<file path="src/pkg/port_cfg_pkg.sv">
/*
  constants for the port 3 configuration and port 4 data registers.
  assumes an 8-bit special function register bus with a page select.
*/
package port_cfg_pkg;
  localparam logic [7:0] ADDR_P3_OUTPUT_DRIVE = 8'hae;
  localparam logic [7:0] ADDR_P4_DATA = 8'hb5;
  localparam logic [7:0] ADDR_P3_CROSSBAR_SKIP = 8'hd7;
  localparam logic [7:0] ADDR_P3_ANALOG_SELECT = 8'hf4;
  localparam logic [7:0] PAGE_CONFIG = 8'h0f;
  localparam logic [7:0] RST_P3_ANALOG_SELECT = 8'hff;
  localparam logic [7:0] RST_P3_OUTPUT_DRIVE = 8'h00;
  localparam logic [7:0] RST_P3_CROSSBAR_SKIP = 8'h00;
  localparam logic [7:0] RST_P4_DATA = 8'hff;
  localparam int SYNC_STAGES = 2;
endpackage

</file>
<file path="src/logic/pin_sync.sv">
/*
  two flip-flop synchroniser for a vector of pin levels.
  assumes pins are asynchronous to i_mclk.
*/
`timescale 1ns/1ps
module pin_sync #(
  parameter int WIDTH = 8
) (
  input wire logic i_mclk,
  input wire logic i_sys_rst,
  input wire logic [WIDTH-1:0] i_async,
  output logic [WIDTH-1:0] o_sync
);
  logic [WIDTH-1:0] meta_r;
  logic [WIDTH-1:0] sync_r;

  always_ff @(posedge i_mclk or posedge i_sys_rst) begin
    if (i_sys_rst) begin
      meta_r <= '0;
      sync_r <= '0;
    end else begin
      meta_r <= i_async;
      sync_r <= meta_r;
    end
  end

  assign o_sync = sync_r;
endmodule // pin_sync

</file>
<file path="src/logic/port3_config_port4_data.sv">
/*
  port 3 pin configuration (analog select, output drive, crossbar skip)
  and the port 4 data register, on the special function register bus.
  assumes a single-cycle register bus with page select from the core;
  pins are joined outside from the output/enable signals given here.
  assumes the bus strobes come from logic on i_mclk, so they are used
  directly; port 4 pad levels are asynchronous and pass two flops first.
  pad controls are registered and change in the cycle after a write.
  read data holds until the next read; the hit flag is a one-cycle pulse.
*/
`timescale 1ns/1ps
module port3_config_port4_data
  import port_cfg_pkg::*;
#(
  parameter int WIDTH = 8
) (
  input wire logic i_mclk,
  input wire logic i_sys_rst,
  input wire logic [7:0] i_sfr_addr,
  input wire logic [7:0] i_sfr_page,
  input wire logic i_sfr_wr,
  input wire logic i_sfr_rd,
  input wire logic [7:0] i_sfr_wdata,
  output logic [7:0] o_sfr_rdata,
  output logic o_sfr_hit,
  output logic [WIDTH-1:0] o_p3_analog_mode,
  output logic [WIDTH-1:0] o_p3_pullup_en,
  output logic [WIDTH-1:0] o_p3_rx_en,
  output logic [WIDTH-1:0] o_p3_push_pull,
  output logic [WIDTH-1:0] o_p3_crossbar_skip,
  input wire logic [WIDTH-1:0] i_p4_pin,
  output logic [WIDTH-1:0] o_p4_pin,
  output logic [WIDTH-1:0] o_p4_pin_oe_n
);
  // register state and its next values
  logic [WIDTH-1:0] analog_sel_r;
  logic [WIDTH-1:0] analog_sel_nxt;
  logic [WIDTH-1:0] out_drive_r;
  logic [WIDTH-1:0] out_drive_nxt;
  logic [WIDTH-1:0] skip_r;
  logic [WIDTH-1:0] skip_nxt;
  logic [WIDTH-1:0] p4_latch_r;
  logic [WIDTH-1:0] p4_latch_nxt;

  // registered pad controls
  logic [WIDTH-1:0] analog_mode_r;
  logic [WIDTH-1:0] analog_mode_nxt;
  logic [WIDTH-1:0] pullup_en_r;
  logic [WIDTH-1:0] pullup_en_nxt;
  logic [WIDTH-1:0] rx_en_r;
  logic [WIDTH-1:0] rx_en_nxt;
  logic [WIDTH-1:0] push_pull_r;
  logic [WIDTH-1:0] push_pull_nxt;

  // read response
  logic [7:0] rdata_r;
  logic [7:0] rdata_nxt;
  logic hit_r;
  logic hit_nxt;

  // bus decode
  logic [WIDTH-1:0] p4_pin_sync;
  logic sel_analog;
  logic sel_drive;
  logic sel_skip;
  logic sel_p4;
  logic wr_analog;
  logic wr_drive;
  logic wr_skip;
  logic wr_p4;
  logic rd_mapped;

  // widen a pin vector to the bus width
  function automatic logic [7:0] widen(input logic [WIDTH-1:0] v);
    logic [7:0] r;
    r = '0;
    r[WIDTH-1:0] = v;
    return r;
  endfunction

  // address match, with or without the configuration page
  function automatic logic reg_hit(
    input logic [7:0] addr,
    input logic [7:0] page,
    input logic [7:0] reg_addr,
    input logic paged
  );
    logic page_ok;
    page_ok = !paged || (page == PAGE_CONFIG);
    return page_ok && (addr == reg_addr);
  endfunction

  // read data for a decoded register, zero when nothing matches
  function automatic logic [7:0] read_mux(
    input logic s_analog,
    input logic s_drive,
    input logic s_skip,
    input logic s_p4,
    input logic [WIDTH-1:0] v_analog,
    input logic [WIDTH-1:0] v_drive,
    input logic [WIDTH-1:0] v_skip,
    input logic [WIDTH-1:0] v_pins
  );
    logic [7:0] r;
    r = 8'h00;
    if (s_analog) begin
      r = widen(v_analog);
    end else if (s_drive) begin
      r = widen(v_drive);
    end else if (s_skip) begin
      r = widen(v_skip);
    end else if (s_p4) begin
      r = widen(v_pins);
    end
    return r;
  endfunction

  // pad levels are asynchronous: two flops before any use
  pin_sync #(
    .WIDTH(WIDTH)
  ) u_p4_sync (
    .i_mclk(i_mclk),
    .i_sys_rst(i_sys_rst),
    .i_async(i_p4_pin),
    .o_sync(p4_pin_sync)
  );

  // config registers answer on page 15 only, port 4 data on every page
  assign sel_analog = reg_hit(i_sfr_addr, i_sfr_page, ADDR_P3_ANALOG_SELECT, 1'b1);
  assign sel_drive = reg_hit(i_sfr_addr, i_sfr_page, ADDR_P3_OUTPUT_DRIVE, 1'b1);
  assign sel_skip = reg_hit(i_sfr_addr, i_sfr_page, ADDR_P3_CROSSBAR_SKIP, 1'b1);
  assign sel_p4 = reg_hit(i_sfr_addr, i_sfr_page, ADDR_P4_DATA, 1'b0);

  // write strobes per register
  assign wr_analog = i_sfr_wr && sel_analog;
  assign wr_drive = i_sfr_wr && sel_drive;
  assign wr_skip = i_sfr_wr && sel_skip;
  assign wr_p4 = i_sfr_wr && sel_p4;
  assign rd_mapped = i_sfr_rd && (sel_analog || sel_drive || sel_skip || sel_p4);

  // analog-select register
  always_comb begin
    analog_sel_nxt = analog_sel_r;
    if (wr_analog) begin
      analog_sel_nxt = i_sfr_wdata[WIDTH-1:0];
    end
  end

  always_ff @(posedge i_mclk or posedge i_sys_rst) begin
    if (i_sys_rst) begin
      analog_sel_r <= RST_P3_ANALOG_SELECT[WIDTH-1:0];
    end else begin
      analog_sel_r <= analog_sel_nxt;
    end
  end

  // output-drive register
  always_comb begin
    out_drive_nxt = out_drive_r;
    if (wr_drive) begin
      out_drive_nxt = i_sfr_wdata[WIDTH-1:0];
    end
  end

  always_ff @(posedge i_mclk or posedge i_sys_rst) begin
    if (i_sys_rst) begin
      out_drive_r <= RST_P3_OUTPUT_DRIVE[WIDTH-1:0];
    end else begin
      out_drive_r <= out_drive_nxt;
    end
  end

  // crossbar-skip register
  always_comb begin
    skip_nxt = skip_r;
    if (wr_skip) begin
      skip_nxt = i_sfr_wdata[WIDTH-1:0];
    end
  end

  always_ff @(posedge i_mclk or posedge i_sys_rst) begin
    if (i_sys_rst) begin
      skip_r <= RST_P3_CROSSBAR_SKIP[WIDTH-1:0];
    end else begin
      skip_r <= skip_nxt;
    end
  end

  // port 4 output latches
  always_comb begin
    p4_latch_nxt = p4_latch_r;
    if (wr_p4) begin
      p4_latch_nxt = i_sfr_wdata[WIDTH-1:0];
    end
  end

  always_ff @(posedge i_mclk or posedge i_sys_rst) begin
    if (i_sys_rst) begin
      p4_latch_r <= RST_P4_DATA[WIDTH-1:0];
    end else begin
      p4_latch_r <= p4_latch_nxt;
    end
  end

  // analog pads: taken from the next values so they move with the register
  always_comb begin
    analog_mode_nxt = ~analog_sel_nxt;
    pullup_en_nxt = analog_sel_nxt;
    rx_en_nxt = analog_sel_nxt;
  end

  always_ff @(posedge i_mclk or posedge i_sys_rst) begin
    if (i_sys_rst) begin
      analog_mode_r <= ~RST_P3_ANALOG_SELECT[WIDTH-1:0];
      pullup_en_r <= RST_P3_ANALOG_SELECT[WIDTH-1:0];
      rx_en_r <= RST_P3_ANALOG_SELECT[WIDTH-1:0];
    end else begin
      analog_mode_r <= analog_mode_nxt;
      pullup_en_r <= pullup_en_nxt;
      rx_en_r <= rx_en_nxt;
    end
  end

  // push-pull only on digital pins; drive bit ignored on analog pins
  always_comb begin
    push_pull_nxt = '0;
    for (int i = 0; i < WIDTH; i++) begin
      if (analog_sel_nxt[i]) begin
        push_pull_nxt[i] = out_drive_nxt[i];
      end
    end
  end

  always_ff @(posedge i_mclk or posedge i_sys_rst) begin
    if (i_sys_rst) begin
      push_pull_r <= RST_P3_OUTPUT_DRIVE[WIDTH-1:0] & RST_P3_ANALOG_SELECT[WIDTH-1:0];
    end else begin
      push_pull_r <= push_pull_nxt;
    end
  end

  // read data: holds until the next read
  always_comb begin
    rdata_nxt = rdata_r;
    if (i_sfr_rd) begin
      rdata_nxt = read_mux(
        sel_analog,
        sel_drive,
        sel_skip,
        sel_p4,
        analog_sel_r,
        out_drive_r,
        skip_r,
        p4_pin_sync
      );
    end
  end

  always_ff @(posedge i_mclk or posedge i_sys_rst) begin
    if (i_sys_rst) begin
      rdata_r <= 8'h00;
    end else begin
      rdata_r <= rdata_nxt;
    end
  end

  // hit: one-cycle pulse after a read of a mapped register
  always_comb begin
    hit_nxt = rd_mapped;
  end

  always_ff @(posedge i_mclk or posedge i_sys_rst) begin
    if (i_sys_rst) begin
      hit_r <= 1'b0;
    end else begin
      hit_r <= hit_nxt;
    end
  end

  // outputs straight from flip-flops
  assign o_sfr_rdata = rdata_r;
  assign o_sfr_hit = hit_r;
  assign o_p3_analog_mode = analog_mode_r;
  assign o_p3_pullup_en = pullup_en_r;
  assign o_p3_rx_en = rx_en_r;
  assign o_p3_push_pull = push_pull_r;
  assign o_p3_crossbar_skip = skip_r;
  assign o_p4_pin = p4_latch_r;
  // port 4 drives low on latch 0; high level left to the pad (open-drain)
  assign o_p4_pin_oe_n = p4_latch_r;
endmodule // port3_config_port4_data

</file>
<file path="config.mk">
export PLATFORM = sky130hd
export DESIGN_NAME = port3_config_port4_data
export DESIGN_NICKNAME = d
export VERILOG_FILES = /design/src/pkg/port_cfg_pkg.sv /design/src/logic/pin_sync.sv /design/src/logic/port3_config_port4_data.sv
export SDC_FILE = /design/constraint.sdc
export NUM_CORES = 1
export LEC_CHECK = 0
export BUFFER_PORTS_ARGS = -buffer_cell sky130_fd_sc_hd__buf_2
export CORE_MARGIN = 2
export CORE_UTILIZATION = 54
export CTS_CLUSTER_SIZE = 24
export DETAILED_ROUTE_END_ITERATION = 7
export HOLD_SLACK_MARGIN = 0.02
export PLACE_DENSITY = 0.84
export SETUP_SLACK_MARGIN = 0.05
export SLEW_MARGIN = 40
export SYNTH_ARGS = -nofsm -noshare
export SYNTH_HDL_FRONTEND = slang
export SYNTH_SLANG_ARGS = --single-unit
</file>
<file path="constraint.sdc">
create_clock -name i_mclk -period 3.8 [get_ports i_mclk]
set_input_delay 0.76 -clock i_mclk [delete_from_list [all_inputs] [get_ports i_mclk]]
set_output_delay 0.76 -clock i_mclk [all_outputs]
set_load 0.01 [all_outputs]
</file>
## Word-level counts from Yosys, hierarchy flattened

Index checks and enable logic that the tools add are counted.

- Equal/unequal tests: 5
- Muxes and demuxes: 14
- Bitwise logic cells: 1
- Reductions and logical operators: 11

Operators by type and width:

| kind | count |
|---|---|
| 8-bit two-way mux | 6 |
| 8-bit == test (second input constant) | 4 |
| 8-bit by 4-bit == test with 1-bit output (second input constant) | 1 |
| 1-bit logical AND | 8 |
| 1-bit two-way mux | 8 |
| 8-bit NOT | 1 |
| 1-bit logical OR | 3 |

- Register bits: 73
- Bits of input ports: 36
- Output and inout port bits: 65
- Logic and storage cells: 41

## Depth between registers and ports, before layout

Gate-level depths: netlist of run 1.

- Depth in word-level cells: 6
- Mapped depth: 7
- Depth with buffers taken out: 4

## Cells and area by module

Synthesis of run 1 repeated with hierarchy kept, for this count alone.

- Cell total of the unflattened synthesis: 246
- Area total of the unflattened synthesis: 3,007.9 µm²

By module, submodules not included:

| module | instances | cells an instance | area an instance (µm²) |
|---|---|---|---|
| port3_config_port4_data | 1 | 229 | 2,603.7 |
| pin_sync | 1 | 17 | 404.1 |

## Worst setup path after synthesis of run 1

No wires, ideal clock.

- Kind: input to register
- Start: input port i_sfr_page[5]
- End: register push_pull_r[7], in the netlist o_p3_push_pull[7]
- Arrival time: 2,482 ps
- Required time: 3,675 ps
- Setup slack: 1,193 ps
- Stages: 7
- Cell sequence: or4_1 buf_2 or4_1 buf_2 buf_6 a211oi_1 nor3_1

- Word-level cells in the longest chain between the ends: 5

Ends and longest elaborated chain:

| item | RTL line | RTL |
|---|---|---|
| start, declared | port3_config_port4_data.sv:20 | `input wire logic [7:0] i_sfr_page,` |
| 8-bit by 4-bit == test with 1-bit output (*) | - |  |
| 1-bit logical AND | port3_config_port4_data.sv:90 | `return page_ok && (addr == reg_addr);` |
| 1-bit logical AND, on equally long branches | port3_config_port4_data.sv:136, port3_config_port4_data.sv:135 |  |
| 8-bit two-way mux, on equally long branches | port3_config_port4_data.sv:160, port3_config_port4_data.sv:144 |  |
| 1-bit two-way mux (*) | port3_config_port4_data.sv:228 | `if (analog_sel_nxt[i]) begin` |
| net push_pull_nxt[7] | port3_config_port4_data.sv:53 | `logic [WIDTH-1:0] push_pull_nxt;` |
| end signal, assigned | port3_config_port4_data.sv:236 | `push_pull_r <= RST_P3_OUTPUT_DRIVE[WIDTH-1:0] & RST_P3_ANALOG_SELECT[WIDTH-1:0];` |
| end signal, assigned | port3_config_port4_data.sv:238 | `push_pull_r <= push_pull_nxt;` |
| end, declared | port3_config_port4_data.sv:52 | `logic [WIDTH-1:0] push_pull_r;` |

Mark *: on every way through the listed nets, which the timed path passes. The rest lies on a longest branch.
A chain may end at the register's enable or synchronous reset.

## Worst setup path in the final report of run 1

- Start: input port i_sfr_page[5]
- End: register push_pull_r[3], in the netlist o_p3_push_pull[3]

Same word-level chain as after synthesis.

==> impl_metrics.yaml, run 1 <==
yosys:
  synth.distinct_cells: 32
  synthMuxAreaShare: 0.141
  synth.ff_latch_count: 73
  synthSimpleGateAreaFrac: 0.102
  ys_warn_count: 0
  post_synth_main_area_contributors: "dfrtp_1 (45%), dfstp_2 (13%), mux2_2 (11%)"
  synth_edf_count: 0
  synth_fp_nets: 277
  syn_inst: 241
  syn_avg_cell_area_sq_um: 13.2
  synth_top_area_frac: 0.448
  syn_area_sq_mm: 0.00318
  synthAdderAreaFrac: 0
  synth-xor-area-share: 0
  synth_ff_type: "dfrtp_1"
  async_flop_share: 1.00
  synth_top_family_by_area: "multiplexers"
  yosysSeqAreaShare: 0.580
  synth_compound_area_frac: 0.116
  yosysTopAreaCell: "dfrtp_1"
global_route:
  gr-total-overflow: 0
  grt_pass1_wl_um: 11000
  grt_pass1_vias: 2142
  grt_max_degree: 32
  grt_usage: 0.228
  antenna_found_initial: 0
critical_path:
  path_max_fanout: 16
  start_kind: "input pin"
  slowest_stage: "or4_1"
  ff2ff_path_depth: 2
  crit_path_cell_trace: "buf_2 -> or4_1 -> or4_1 -> a211oi_1 -> nor3_1"
  cp-end-kind: "flop"
  critPathMostFrequentCell: "or4_1"
  required_ns: 4.02
  worstReg2RegStart: "o_p3_crossbar_skip[1]"
  critPathKind: "in2reg"
  worstReg2RegEnd: "o_sfr_rdata[1]"
  critPathArrivalTime_ns: 2.87
  rrSetupSlack_ns: 2.75
  cpPeakStageDelay_ns: 0.88
outcome:
  status: "completed"
final_layout:
  syn_to_final_growth_pct: 19.9
  antenna_cells: 0
  n_fill_cell: 423
  fin_nets: 367
  design_area_sq_mm: 0.00382
  drive_above_1_share: 0.515
route:
  routed-via-count: 2320
  ant_nets: 0
  routed_via_density: 5.69
  drtIter0Drc: 227
  drc_errors: 0
  wl_um: 6880
  routedWlPerCell_um: 16.9
  firstDrtPassIters: 4
timing:
  hold_viol_final: 0
  setup_viol: 0
  finalClockSkew_ns: 0.00378
  period_share: 0.697
  fin_hold_ws_ns: 0.346
  fin_setup_tns_ns: 0
  worstMarginPinSlew_ns: 0.627
  maxSlewHeadroom: 0.581
  drv_slew: 0
  min_period_ns: 2.65
  grt_setup_unrepaired: "false"
  clock.fmax_mhz: 377
cts:
  clkTransAtPathRegs_ns: 0.07
  clock_sinks: 73
  cts_hold_buf: 0
  clockBufferDepth: 2
  ctsResizeCount: 0
  post-cts-setup-buffers: 0
  clock_latency_ns: 0.34
  cts.htree.levels: 3
  cts_buffers: 9
  cts_tree: "done"
  clockRootBuffer: "clkbuf_8"
hold_path:
  min_from: "u_p4_sync.meta_r[5]"
  hold_depth: 0
  min_path_type: "reg2reg"
  hold_end: "u_p4_sync.o_sync[5]"
die:
  die_w_um: 80.8
  fp.coreArea_sq_mm: 0.00561
  io_pins: 101
  die_area_sq_mm: 0.00652
  die_h_um: 80.8
  start_util: 0.567
  rows: 27
place:
  dp_hpwl_um: 4890
  gp_congestion: 0.914
  io_buffer_count: 100
  post_dp_cell_area_sq_mm: 0.00364
power:
  p_per_area_mw_per_mm2: 384
  p_leak_uw: 0.00192
  peakVddDrop_mv: 0.385
  total_power_uw: 1460
flow_run:
  drv_cap: 0
==> worst max-delay path by stage <==
stage,start,end,cells after the start
2_1_floorplan,i_sfr_page[5],o_p3_push_pull[7],7
3_3_place_gp,i_sfr_page[5],o_p3_push_pull[2],5
3_5_place_dp,i_sfr_page[5],o_p3_push_pull[3],5
4_1_cts,i_sfr_page[5],o_p3_push_pull[3],5
5_1_grt,i_sfr_page[5],o_p3_push_pull[1],5
6_report,i_sfr_page[5],o_p3_push_pull[3],5
==> report_power, final <==
part           total [uW]  internal (uW)  switching, uW
clock                 562            300            261
sequential            805            798           7.56
combinational        96.9           36.7           60.2
total                1460           1130            329
==> stage by stage <==
step	utilization	setup slack, ns	cells
2_1_floorplan	-	1.19	241
3_3_place_gp	0.648	0.906	392
3_5_place_dp	0.648	0.783	392
4_1_cts	0.681	1.15	408
5_1_grt	0.681	1.07	408
6_report	0.681	1.15	408
==> sequential cells by signal, summed over array words and instances, names as in the netlist <==
name / count
o_p3_rx_en: 8
o_p3_crossbar_skip: 8
o_p4_pin: 8
o_p3_analog_mode: 8
u_p4_sync.o_sync: 8
o_sfr_rdata: 8
o_p3_push_pull: 8
o_sfr_hit: 1
u_p4_sync.meta_r: 8
out_drive_r: 8
==> synthesized netlist by cell type, drive strengths merged, types with 6 or more instances <==
library cell / n
a211oi: 9
dfstp: 16
nand2b: 7
o22ai: 6
a221oi: 7
dfrtp: 57
buf: 22
mux2i: 8
mux2: 32
a21boi: 6
a21oi: 22
nor3: 9
==> layer usage <==
metal	GRT usage	routed length [um]
met1	0.317	2930
met2	0.336	3310
met3	0.0522	464
met4	0.119	169
met5	0	0
==> layout make-up <==
cell class | count | area [sq um] | area share
Sequential cell | 73 | 1850 | 0.484
Multi-Input combinational cell | 138 | 1140 | 0.299
Timing Repair Buffer | 106 | 546 | 0.143
Clock buffer | 12 | 135 | 0.0354
Tap cell | 72 | 90.1 | 0.0236
Clock inverter | 4 | 45.0 | 0.0118
Inverter | 3 | 11.3 | 0.00295
==> logic make-up (layout without fill, tap and decap cells) <==
logic type,Yosys count,after routing
DFF,73,73
and+or+nand+nor,41,41
AOI/OAI and AO/OA,57,57
muxes,40,40
buffers and inverters,30,125
==> worst max-delay path, delay by kind of cell <==
kind            cells  cell delay, ns
compound gates      1            0.35
buf+inv             1            0.09
simple gates        3            1.67
==> cells in the final DEF, fill, tap and decap left out, types with 3 or more instances in the layout <==
| cell | n |
|---|---|
| dfrtp_1 | 57 |
| or4_1 | 3 |
| mux2i_1 | 8 |
| a21boi_0 | 6 |
| dfstp_2 | 16 |
| a221oi_1 | 7 |
| a211oi_1 | 9 |
| clkbuf_8 | 9 |
| buf_4 | 6 |
| or4bb_1 | 4 |
| mux2_2 | 30 |
| nor4_4 | 3 |
| clkinv_2 | 3 |
| a21oi_1 | 22 |
| nand4b_1 | 3 |
| nand2b_1 | 7 |
| buf_2 | 100 |
| nor3_1 | 9 |
| clkbuf_1 | 3 |
| o22ai_1 | 6 |
No activity file was read; power rests on OpenSTA's default activity.
==> run 2: changes to the inputs <==
--- a/config.mk
+++ b/config.mk
@@ -5,13 +5,14 @@
 export SDC_FILE = /design/constraint.sdc
 export NUM_CORES = 1
 export LEC_CHECK = 0
+export ABC_AREA = 1
 export BUFFER_PORTS_ARGS = -buffer_cell sky130_fd_sc_hd__buf_2
 export CORE_MARGIN = 2
-export CORE_UTILIZATION = 54
+export CORE_UTILIZATION = 46
 export CTS_CLUSTER_SIZE = 24
 export DETAILED_ROUTE_END_ITERATION = 7
 export HOLD_SLACK_MARGIN = 0.02
-export PLACE_DENSITY = 0.84
+export PLACE_DENSITY = 0.75
 export SETUP_SLACK_MARGIN = 0.05
 export SLEW_MARGIN = 40
 export SYNTH_ARGS = -nofsm -noshare
==> constraint.sdc (replaced) <==
create_clock -name i_mclk -period 2.2 [get_ports i_mclk]
set_input_delay 0.44 -clock i_mclk [delete_from_list [all_inputs] [get_ports i_mclk]]
set_output_delay 0.44 -clock i_mclk [all_outputs]
set_load 0.01 [all_outputs]
==> impl_metrics.yaml, run 2 <==
outcome:
  status: "completed"
global_route:
  grt_max_degree: 74
  grt_pass1_wl_um: 12200
  grt_pass1_vias: 2570
  grt_usage: 0.190
  antenna_found_initial: 0
  gr-total-overflow: 0
flow_run:
  drv_cap: 0
die:
  io_pins: 101
  rows: 31
  start_util: 0.472
  die_w_um: 90.0
  die_h_um: 90.0
  fp.coreArea_sq_mm: 0.00721
  die_area_sq_mm: 0.00811
power:
  peakVddDrop_mv: 0.403
  p_per_area_mw_per_mm2: 637
  p_leak_uw: 0.00230
timing:
  hold_viol_final: 0
  min_period_ns: 1.60
  worstMarginPinSlew_ns: 0.434
  maxSlewHeadroom: 0.710
  setup_viol: 0
  drv_slew: 0
  grt_setup_unrepaired: "false"
  finalClockSkew_ns: 0.0112
  clock.fmax_mhz: 624
  period_share: 0.728
  fin_setup_tns_ns: 0
  fin_hold_ws_ns: 0.178
cts:
  ctsResizeCount: 0
  clock_latency_ns: 0.35
  cts_tree: "done"
  clkTransAtPathRegs_ns: 0.08
  cts.htree.levels: 3
  cts_buffers: 9
  clockBufferDepth: 2
  clockRootBuffer: "clkbuf_8"
  post-cts-setup-buffers: 0
  clock_sinks: 73
  cts_hold_buf: 0
critical_path:
  worstReg2RegEnd: "o_sfr_rdata[7]"
  critPathArrivalTime_ns: 1.83
  critPathMostFrequentCell: "nor2_1"
  cp-end-kind: "flop"
  rrSetupSlack_ns: 1.24
  slowest_stage: "nor2_4"
  worstReg2RegStart: "o_p3_rx_en[7]"
  path_max_fanout: 16
  crit_path_cell_trace: "buf_2 -> nor2_1 -> nand2_1 -> nor2_4 -> nand3_4 -> o21ai_2 -> nor2_1"
  start_kind: "input pin"
  cpPeakStageDelay_ns: 0.38
  required_ns: 2.43
  ff2ff_path_depth: 6
  critPathKind: "in2reg"
yosys:
  yosysTopAreaCell: "dfrtp_1"
  synth.distinct_cells: 27
  async_flop_share: 1.00
  synth_most_common_cell: "nand2_1"
  synth.ff_latch_count: 73
  yosysSeqAreaShare: 0.542
  synth_top_area_frac: 0.419
  syn_avg_cell_area_sq_um: 9.03
  synth_edf_count: 0
  syn_area_sq_mm: 0.00341
  synth_fp_nets: 413
  ys_warn_count: 0
  post_synth_main_area_contributors: "dfrtp_1 (42%), dfstp_2 (12%), nand2_1 (12%)"
  synth_common_cells: "nand2_1 (108), dfrtp_1 (57), inv_1 (52)"
  syn_inst: 377
  synth_ff_type: "dfrtp_1"
final_layout:
  fin_nets: 503
  n_fill_cell: 675
  design_area_sq_mm: 0.00408
  drive_above_1_share: 0.375
  post-route-util: 0.566
  regArea_sq_mm: 0.00185
  syn_to_final_growth_pct: 19.9
  final_cell_mix: "nand2_1 (108), buf_2 (100), dfrtp_1 (57), inv_1 (51), nand3_1 (24)"
  layoutNonFillerInstCount: 571
  multi_input_area_sq_mm: 0.00113
  final_common_cell: "nand2_1"
  antenna_cells: 0
route:
  routed_via_density: 4.61
  wl_um: 7270
  routed-via-count: 2633
  routedWlPerCell_um: 12.7
  firstDrtPassIters: 4
  drc_errors: 0
  drtIter0Drc: 163
  ant_nets: 0
place:
  placedCellCount: 555
  gp_congestion: 0.834
  io_buffer_count: 100
  dp_hpwl_um: 5450
  post_dp_cell_area_sq_mm: 0.00389
hold_path:
  min_path_type: "in2async"
==> run 2: changes by cell type after synthesis, moves of 9 or more <==
cell,before,now
a21oi_1,22,0
nand2_1,2,108
nand2_2,1,11
a211oi_1,9,0
nand3_1,0,24
mux2_2,30,0
inv_1,3,52
nor2_1,0,14
==> run 2: power by group <==
part / internal [uW] / switching (uW)
Combinational: 64.8 / 112
Clock: 528 / 502
Sequential: 1380 / 14.0
==> run 2: layout make-up <==
class                      count  area share
clock inverter                 6      0.0165
multi-input combinational    215       0.278
clock buffer                  10      0.0313
timing repair buffer         103       0.131
inverter                      65      0.0607
sequential                    73       0.452
tap                           99      0.0303
==> run 2: cell families (layout without fill, tap and decap cells) <==
group / Yosys count / in the layout / synth area share
flip-flops: 73 / 73 / 0.542
buffers and inverters: 89 / 184 / 0.125
AO/OA/AOI/OAI: 32 / 32 / 0.0683
AND/OR/NAND/NOR: 183 / 183 / 0.265
==> run 2: how the worst max path moves through the flow <==
stage | start | endpoint | slack [ns]
final | i_sfr_page[5] | o_p3_push_pull[1] | 0.60
after global routing | i_sfr_page[5] | o_p3_push_pull[1] | 0.51
after CTS | i_sfr_page[5] | o_p3_push_pull[1] | 0.61
after detailed placement | i_sfr_page[5] | o_p3_push_pull[2] | 0.25
after global placement | i_sfr_page[7] | o_p3_push_pull[4] | 0.33
after floorplan | i_sfr_page[7] | o_sfr_rdata[7] | 0.70
==> run 2: worst max-delay path, delay by kind of cell <==
family	cells	cell delay, ns
buf+inv	1	0.10
simple gates	5	0.99
compound gates	1	0.30
==> run 2: metrics by stage <==
step                setup slack, ns  power (uW)
floorplan                     0.695        1520
finish                        0.598        2600
global route                  0.508        2700
CTS                           0.610        2620
global placement              0.330        1590
detailed placement            0.249        1600
==> run 2: routing by layer <==
layer / GRT usage / vias up / routed length [um]
li1: - / 1314 / -
met1: 0.251 / 1227 / 3260
met4: 0.0846 / 0 / 142
met5: 0 / - / 0
met3: 0.0344 / 12 / 367
met2: 0.306 / 80 / 3510
